--- src/xcf_pkg.sv ---
package xcf_pkg;
    // ------------------------------------------------------------
    // register map (byte addresses)
    // ------------------------------------------------------------
    localparam logic [7:0] OFS_CTRL   = 8'h00;
    localparam logic [7:0] OFS_CFD    = 8'h04;
    localparam logic [7:0] OFS_STATUS = 8'h08;
    localparam logic [7:0] OFS_INTFLG = 8'h0c;
    localparam logic [7:0] OFS_INTEN  = 8'h10;
    // ctrl fields
    localparam int B_ENABLE  = 1;
    localparam int B_OUT32K  = 2;
    localparam int B_OUT1K   = 3;
    localparam int B_STDBY   = 6;
    localparam int B_ONDEM   = 7;
    localparam int B_TSEL    = 8;
    localparam int W_TSEL    = 3;
    // cfd control fields
    localparam int B_CFDEN   = 0;
    localparam int B_SWBACK  = 1;
    localparam int B_CFDEO   = 2;
    localparam int B_PRESC   = 4;
    // status / irq bit positions
    localparam int B_RDY     = 0;
    localparam int B_FAIL    = 1;
    localparam int B_SWITCH  = 2;
    localparam logic [31:0] CTRL_RST = 32'h0000_0080;
    // ------------------------------------------------------------
    // timing
    // ------------------------------------------------------------
    localparam int CLK_HZ      = 40_000_000;
    localparam int CFD_LIMIT   = 8;     // ulp clock ticks without a crystal tick before failure
    localparam int SU_BASE_LOG = 11;    // start-up = 2^(base+sel) crystal ticks
    typedef enum logic [1:0] {OSC_OFF, OSC_START, OSC_RUN} xcf_osc_e;
    typedef struct packed {
        logic       standby;
        logic       periph_req;
    } xcf_sys_s;
endpackage

--- src/xcf_top.sv ---
module xcf_top (
    input  wire logic              hclk,
    input  wire logic              hresetn,
    input  wire logic              por_n,
    input  wire logic              hsel,
    input  wire logic [31:0]       haddr,
    input  wire logic [1:0]        htrans,
    input  wire logic              hwrite,
    input  wire logic [2:0]        hsize,
    input  wire logic [31:0]       hwdata,
    input  wire logic              hready,
    output logic      [31:0]       hrdata,
    output logic                   hreadyout,
    output logic                   hresp,
    input  wire xcf_pkg::xcf_sys_s sys,
    input  wire logic              xtal_clk_in,
    input  wire logic              ulp_clk_in,
    output logic                   osc_run,
    output logic                   clk32k_en,
    output logic                   clk1k_en,
    output logic                   safe_clk_sel,
    output logic                   cfd_event,
    output logic                   irq
);
    // ------------------------------------------------------------
    // state
    // ------------------------------------------------------------
    typedef struct packed {
        logic [31:0]       ctrl;
        logic [7:0]        cfd;
        logic [2:0]        flag;
        logic [2:0]        inten;
        xcf_pkg::xcf_osc_e st;
        logic [18:0]       su_cnt;
        logic [2:0]        xs;
        logic [2:0]        us;
        logic [3:0]        miss;
        logic [7:0]        pre;
        logic [4:0]        kdiv;
        logic              rdy;
        logic              fail;
        logic              sw;
        logic              c32;
        logic              c1k;
        logic              sc;
        logic              ev;
        logic              aph;
        logic              awr;
        logic [7:0]        aadr;
        logic [31:0]       rd;
    } xcf_state_s;

    xcf_state_s s_q, s_d;
    logic por_q;
    logic por_seen;

    // power-on reset is separate, but a plain reset also stops the crystal
    always_ff @(posedge hclk or negedge por_n) begin
        if (!por_n) begin
            por_q <= 1'b1;
        end else begin
            por_q <= 1'b0;
        end
    end
    assign por_seen = por_q;

    function automatic logic rise(input logic [2:0] sy);
        return sy[1] & ~sy[2];
    endfunction

    // ------------------------------------------------------------
    // next state
    // ------------------------------------------------------------
    always_comb begin
        logic want;
        logic tick;
        logic ondem;
        logic [18:0] su_len;
        logic [31:0] rv;
        want   = 1'b0;
        tick   = 1'b0;
        ondem  = 1'b0;
        su_len = '0;
        rv     = '0;
        s_d    = s_q;
        s_d.xs = {s_q.xs[1:0], xtal_clk_in};
        s_d.us = {s_q.us[1:0], ulp_clk_in};
        s_d.ev = 1'b0;
        tick   = rise(s_q.xs);
        ondem  = s_q.ctrl[xcf_pkg::B_ONDEM];
        // run decision per cpu mode
        if (!s_q.ctrl[xcf_pkg::B_ENABLE]) begin
            want = 1'b0;
        end else if (sys.standby) begin
            want = (s_q.ctrl[xcf_pkg::B_STDBY] && !ondem) || sys.periph_req;
        end else begin
            want = !ondem || sys.periph_req;
        end
        su_len = 19'(1) << (xcf_pkg::SU_BASE_LOG + 32'(s_q.ctrl[xcf_pkg::B_TSEL +: xcf_pkg::W_TSEL]));
        unique case (s_q.st)
            xcf_pkg::OSC_OFF: begin
                s_d.su_cnt = '0;
                if (want) begin
                    s_d.st = xcf_pkg::OSC_START;
                end
            end
            xcf_pkg::OSC_START: begin
                if (!want) begin
                    s_d.st = xcf_pkg::OSC_OFF;
                end else if (tick) begin
                    s_d.su_cnt = s_q.su_cnt + 19'd1;
                    if (s_q.su_cnt + 19'd1 >= su_len) begin
                        s_d.st = xcf_pkg::OSC_RUN;
                    end
                end
            end
            xcf_pkg::OSC_RUN: begin
                if (!want) begin
                    s_d.st = xcf_pkg::OSC_OFF;
                end
            end
        endcase
        s_d.rdy = (s_q.st == xcf_pkg::OSC_RUN) && want;
        if (s_d.rdy && !s_q.rdy) begin
            s_d.flag[xcf_pkg::B_RDY] = 1'b1;
        end
        // 1 khz enable: one pulse per 32 crystal ticks
        if (tick) begin
            s_d.kdiv = s_q.kdiv + 5'd1;
        end
        // gate on the next ready so no pulse leaves in the cycle the oscillator stops, unless a power-on reset is what stops it
        s_d.c32 = s_d.rdy && s_q.ctrl[xcf_pkg::B_OUT32K] && tick;
        s_d.c1k = s_d.rdy && s_q.ctrl[xcf_pkg::B_OUT1K] && tick && (s_q.kdiv == '1);
        // failure detector, only while the crystal is meant to run
        if (s_q.cfd[xcf_pkg::B_CFDEN] && s_q.rdy) begin
            if (tick) begin
                s_d.miss = '0;
            end else if (rise(s_q.us) && s_q.miss != 4'(xcf_pkg::CFD_LIMIT)) begin
                s_d.miss = s_q.miss + 4'd1;
            end
            if (s_q.miss == 4'(xcf_pkg::CFD_LIMIT) && !s_q.fail) begin
                s_d.fail = 1'b1;
                s_d.sw   = 1'b1;
                s_d.flag[xcf_pkg::B_FAIL] = 1'b1;
                s_d.ev   = s_q.cfd[xcf_pkg::B_CFDEO];
            end
            if (tick && s_q.fail) begin
                s_d.fail = 1'b0;
            end
        end else begin
            s_d.miss = '0;
            s_d.fail = 1'b0;
        end
        // safe clock: ulp ticks divided by the prescaler
        if (rise(s_q.us)) begin
            if (s_q.pre >= (8'd1 << s_q.cfd[xcf_pkg::B_PRESC +: 3]) - 8'd1) begin
                s_d.pre = '0;
                s_d.sc  = 1'b1;
            end else begin
                s_d.pre = s_q.pre + 8'd1;
                s_d.sc  = 1'b0;
            end
        end else begin
            s_d.sc = 1'b0;
        end
        // ------------------------------------------------------------
        // ahb-lite slave, zero wait states
        // ------------------------------------------------------------
        if (s_q.aph && s_q.awr) begin
            unique case (s_q.aadr)
                xcf_pkg::OFS_CTRL:   s_d.ctrl  = hwdata;
                xcf_pkg::OFS_CFD:    s_d.cfd   = hwdata[7:0];
                xcf_pkg::OFS_INTFLG: s_d.flag  = s_d.flag & ~hwdata[2:0];
                xcf_pkg::OFS_INTEN:  s_d.inten = hwdata[2:0];
                default: ;
            endcase
            // switch back only once the crystal is healthy again
            if (s_q.aadr == xcf_pkg::OFS_CFD && hwdata[xcf_pkg::B_SWBACK] && !s_q.fail
                && s_q.rdy) begin
                s_d.sw = 1'b0;
            end
        end
        // events raised this cycle win over the clear
        if (s_d.rdy && !s_q.rdy) begin
            s_d.flag[xcf_pkg::B_RDY] = 1'b1;
        end
        if (s_q.miss == 4'(xcf_pkg::CFD_LIMIT) && !s_q.fail && s_q.cfd[xcf_pkg::B_CFDEN]
            && s_q.rdy) begin
            s_d.flag[xcf_pkg::B_FAIL] = 1'b1;
        end
        if (s_q.sw && !s_d.sw) begin
            s_d.flag[xcf_pkg::B_SWITCH] = 1'b1;
        end
        unique case (haddr[7:0])
            xcf_pkg::OFS_CTRL:   rv = s_q.ctrl;
            xcf_pkg::OFS_CFD:    rv = {24'h0, s_q.cfd};
            xcf_pkg::OFS_STATUS: rv = {29'h0, s_q.sw, s_q.fail, s_q.rdy};
            xcf_pkg::OFS_INTFLG: rv = {29'h0, s_q.flag};
            xcf_pkg::OFS_INTEN:  rv = {29'h0, s_q.inten};
            default:             rv = 32'h0;
        endcase
        s_d.aph = hsel && hready && htrans[1];
        if (hsel && hready && htrans[1]) begin
            s_d.awr  = hwrite;
            s_d.aadr = haddr[7:0];
            s_d.rd   = hwrite ? 32'h0 : rv;
        end
    end

    // ------------------------------------------------------------
    // registers
    // ------------------------------------------------------------
    always_ff @(posedge hclk or negedge hresetn) begin
        if (!hresetn) begin
            s_q      <= '0;
            s_q.ctrl <= xcf_pkg::CTRL_RST;
            s_q.st   <= xcf_pkg::OSC_OFF;
        end else begin
            s_q <= s_d;
            // a power-on reset also reloads ctrl and stops the crystal, as hresetn does
            if (por_seen) begin
                s_q.ctrl <= xcf_pkg::CTRL_RST;
                s_q.st   <= xcf_pkg::OSC_OFF;
            end
        end
    end

    assign hrdata       = s_q.rd;
    assign hreadyout    = 1'b1;
    assign hresp        = 1'b0;
    assign osc_run      = s_q.st != xcf_pkg::OSC_OFF;
    assign clk32k_en    = s_q.sw ? s_q.sc : s_q.c32;
    assign clk1k_en     = s_q.c1k;
    assign safe_clk_sel = s_q.sw;
    assign cfd_event    = s_q.ev;
    assign irq          = |(s_q.flag & s_q.inten);
endmodule // xcf_top

--- config.mk ---
export PLATFORM = sky130hd
export DESIGN_NAME = xcf_top
export DESIGN_NICKNAME = d
export VERILOG_FILES = /design/src/xcf_pkg.sv /design/src/xcf_top.sv
export SDC_FILE = /design/constraint.sdc
export NUM_CORES = 1
export LEC_CHECK = 0
export BUFFER_PORTS_ARGS = -buffer_cell sky130_fd_sc_hd__buf_4
export CELL_PAD_IN_SITES_DETAIL_PLACEMENT = 0
export CELL_PAD_IN_SITES_GLOBAL_PLACEMENT = 1
export CORE_MARGIN = 10
export CORE_UTILIZATION = 44
export CTS_CLUSTER_SIZE = 16
export DETAILED_ROUTE_END_ITERATION = 8
export GPL_ROUTABILITY_DRIVEN = 0
export HOLD_SLACK_MARGIN = 0.12
export PLACE_DENSITY = 0.78
export SYNTH_ARGS = -nofsm -noshare
export SYNTH_HDL_FRONTEND = slang
export SYNTH_SLANG_ARGS = --single-unit
--- constraint.sdc ---
create_clock -name hclk -period 3.8 [get_ports hclk]
set_clock_uncertainty 0.05 [all_clocks]
set_input_delay 0.57 -clock hclk [delete_from_list [all_inputs] [get_ports hclk]]
set_output_delay 0.57 -clock hclk [all_outputs]
set_load 0.01 [all_outputs]
Word level (Yosys, flattened, before mapping)
Index checks and enable logic that the tools add are counted.

word-level totals
  flip-flop bits (word level) = 140
  bits of input ports = 79
  output and inout bits = 40
  word-level logic and storage cells = 144

cells by class
  add/subtract/negate cells = 6
  $lt $le $gt $ge = 2
  eq/ne operators = 20
  shift operators = 2
  muxes and demuxes = 40
  bitwise gates (word level) = 7
  reductions and logical operators = 43

operator list
  cell                     number
  $pmux W32 S5             1
  $mux W32                 3
  $mux W46                 1
  $pmux W19 S2             1
  $eq A8 B4 Y1 const B     3
  $logic_and A1 B1 Y1      21
  $mux W21                 1
  $add A19 B1 Y19 const B  1
  $ge A19 B19 Y1           1
  $mux W19                 1
  $shl A1 B5 Y19 const A   1
  $mux W1                  18
  $eq A8 B3 Y1 const B     2
  $eq A8 B5 Y1 const B     2
  $logic_not A8 Y1         2
  $mux W8                  2
  $mux W2                  6
  $mux W4                  3
  $ne A4 B4 Y1 const B     3
  $reduce_bool A2 Y1       6
  $add A8 B1 Y8 const B    1
  $ge A8 B8 Y1             1
  $reduce_and A2 Y1        4
  $shl A1 B3 Y8 const A    1
  other kinds (24)         34

Logic depth before layout (Yosys ltp)
  depth after elaboration = 12
  depth in mapped cells = 14
  depth with buffers taken out = 13

Worst setup path before layout
Ideal clock, no wire load.

  path kind = register -> register
  from = reg s_q[116] (netlist bit)
  to = reg s_q[91] (netlist bit)
  setup time = 0.125 ns
  arrival time = 2.868 ns
  required time = 3.625 ns
  setup slack = 0.757 ns
  stages on the path, launching flop included = 15
  path buffers = 1
  clock period less this slack = 3.043 ns
  cell sequence = dfrtp_1 clkbuf_1 nor2_1 inv_1 ha_1 nor2b_1 and2_1 nand2_1 ha_1 a211o_1 o211ai_1 a21oi_1 a211oi_1 a21oi_1 mux2_2

on the way
  cells in the longest elaborated chain, start to end = 5

RTL lines
  element                             line            source
  start, declared                     xcf_top.sv:53   xcf_state_s s_q, s_d;
  $add A4 B3 Y5                       xcf_top.sv:99   su_len = 19'(1) << (xcf_pkg::SU_BASE_LOG + 32'(s_q.ctrl[xcf_pkg::B_TSEL +: xcf_pkg::W_TSEL]));
  $shl A1 B5 Y19                      xcf_top.sv:99
  $ge A19 B19 Y1                      xcf_top.sv:112  if (s_q.su_cnt + 19'd1 >= su_len) begin
  $ne A4 B4 Y1 (no source line)       n/a
  $reduce_and A4 Y1 (no source line)  n/a

No other way between the ends.
A chain may end at the register's enable or synchronous reset.

Final worst setup path
Same ends and word-level chain as after synthesis.

==> results.toml <==
[yosys]
netlist_instances = 704
yosysUniqueCellTypes = 61
syn_area_per_cell_sq_um = 10.2
synth_flop_cell = "dfrtp_1"
syn_area_sq_mm = 0.00717
synth-edff-count = 0
seq_area_frac_synth = 0.489
yosys.area.top_type = "dfrtp_1"
synth_common_cells = "dfrtp_1, nand2_1, a21oi_1"
yosysMostFrequentCell = "dfrtp_1"
synth_async_sr_flop_share = 1.00
ys_warn_count = 0
synth.area.top_cells = "dfrtp_1, nand2_1, ha_1, buf_4, a21oi_1"
yosys_register_bits = 140
yosys.area.top_type_share = 0.482

[detailed_routing]
met1_length_um = 7940
wl_met2_um = 8050
ant_nets = 0
drtIter0Drc = 304
wl_per_cell_um = 17.1
wl_met3_um = 675
firstDrtPassIters = 6
num_vias = 5381
vias_per_cell = 5.46
top_layer_used = "met4"
drc = 0
wl_um = 16900

[worst_setup_path]
cp-end-kind = "flip-flop"
cp-start-kind = "flip-flop"
crit_path_max_fanout = 10
criticalPathCategory = "reg -> reg"
required_ns = 4.05
arrival_ns = 3.67

[die]
io_pins = 119
die_h_um = 148
die_w_um = 148
dieArea_sq_mm = 0.0218
floorplan.initialDensity = 0.450
core_area_sq_mm = 0.0159
rows = 46

[power_and_ir_drop]
leakage_uw = 0.00407
p_per_area_mw_per_mm2 = 461
vdd_drop_max_mv = 0.347

[job]
drv_cap = 0

[clock_network]
cts_setup_buffers = 0
cts_tree = "yes"
cts_buffer_depth = 2
cts-root-buf = "clkbuf_16"
clk_pin_slew_ns = 0.06
clkLatencyLatePin_ns = 0.42
cts_sinks = 140
cts_resized = 0
htreeDepth = 4
numCtsBuffers = 17

[placement]
hpwl_um = 12000
io_buffers = 88
placed_area_sq_mm = 0.00778

[grt]
grt_overflow = 0
antenna_found_initial = 0
grt_pass1_wl_um = 28200
grt_pass1_vias = 5465
track_usage = 0.157
grt_max_degree = 72

[layout]
postLayoutCellArea_sq_mm = 0.00843
nets = 871
fillerInstances = 1429
multi_input_area_sq_mm = 0.00322
syn_to_final_growth_pct = 17.5
drive_above_1_share = 0.204
antenna_cells = 0
regArea_sq_mm = 0.00351

[timing]
maxSlewViolCount = 0
max_slew_margin = 0.502
rsz0062_at_grt = "no"
finalHoldViolCount = 0
fmax_mhz = 293
tightest_slew_ns = 0.747
setup-violations-final = 0
period_needed_ns = 3.42
finalSetupTns_ns = 0
finalCritPeriodShare = 0.899

[hold_path]
min-delay-path-class = "in -> async"

[status]
status = "finished clean"
-- kinds of logic after synthesis --
group	count (synthesis)	synth area share
other	2	0.00105
DFF	140	0.489
xor gates and xnor gates	28	0.0342
and+or+nand+nor	243	0.169
muxes	27	0.0414
AOI/OAI and AO/OA	149	0.140
adders and majority gates	35	0.0611
buffers and inverters	80	0.0651
-- placed cells by master, fill, tap and decap left out, types with 6 or more instances in the layout --
master,instances
dfrtp_1,138
nand2_1,117
buf_4,93
a21oi_1,50
ha_1,35
nor2_1,28
a22o_1,27
nand3_1,22
mux2_2,21
o21ai_0,18
clkbuf_16,17
xnor2_1,16
and3_1,15
inv_1,14
xor2_1,12
nor2b_1,11
a41o_1,10
nand4_1,8
o21ai_1,8
nand2b_1,6
o31ai_1,6
a22oi_1,6
mux2i_1,6
conb_1,6
-- flip-flops by register name, indices dropped and copies added (netlist names) --
| name | cells |
|---|---|
| clk1k_en | 1 |
| s_q | 100 |
| safe_clk_sel | 1 |
| cfd_event | 1 |
| por_q | 1 |
| hrdata | 32 |
| s_d | 4 |
-- metrics by stage --
stage / utilization / setup WS, ns / total power, uW / instances / hold WS (ns)
floorplan: - / 0.757 / 1960 / 708 / 0.224
global placement: 0.488 / 0.496 / 2110 / 953 / 0.282
detailed placement: 0.488 / 0.436 / 2140 / 953 / 0.285
CTS: 0.529 / 0.411 / 3930 / 986 / 0.130
global route: 0.529 / 0.100 / 4070 / 986 / 0.151
finish: 0.529 / 0.384 / 3880 / 986 / 0.103
-- power by group --
part / switching [uW] / internal, uW
logic: 234 / 193
registers: 96.8 / 1580
clock network: 625 / 1150
total: 956 / 2930
-- cell type report --
cell class | instances | area share
Clock buffer | 22 | 0.0563
Clock inverter | 10 | 0.0193
Inverter | 14 | 0.00624
Multi-Input combinational cell | 488 | 0.382
Sequential cell | 140 | 0.416
Tap cell | 216 | 0.0321
Timing Repair Buffer | 96 | 0.0878
-- critical path: stages, from the launching register on --
cell	delay, ns
dfrtp_1	0.49
nor2_1	0.25
inv_1	0.07
ha_1	0.33
nor3b_2	0.32
nand3_1	0.15
ha_1	0.23
nor4b_1	0.32
and4b_1	0.24
o21ai_1	0.08
a211oi_1	0.31
a21oi_1	0.15
mux2_2	0.30
-- final timing paths --
| kind | from | to | slack (ns) | cells after the start |
|---|---|---|---|---|
| max in group asynchronous | hresetn | s_q[93] | 2.80 | 2 |
| worst max-delay path | s_q[116] | s_q[91] | 0.38 | 12 |
| worst min-delay path | hresetn | hrdata[29] | 0.10 | 1 |
| min in group hclk | ulp_clk_in | s_d[67] | 0.20 | 1 |
| worst min register to register | s_d[70] | s_d[71] | 0.30 | 0 |
| worst max register to register | s_q[116] | s_q[91] | 0.38 | 12 |
-- layer usage --
layer  up-vias  GRT usage
li1       2570          -
met1      2678      0.203
met2       115      0.257
met3        18     0.0339
met4         0     0.0491
met5         -          0
-- timing repair --
action | 4_1_cts | 5_1_grt
hold endpoints to repair | 1 | 0
hold buffers | 1 | 0
endpoints found under the setup margin | 0 | 0
Note: power is estimated with default switching activity, not from simulation.
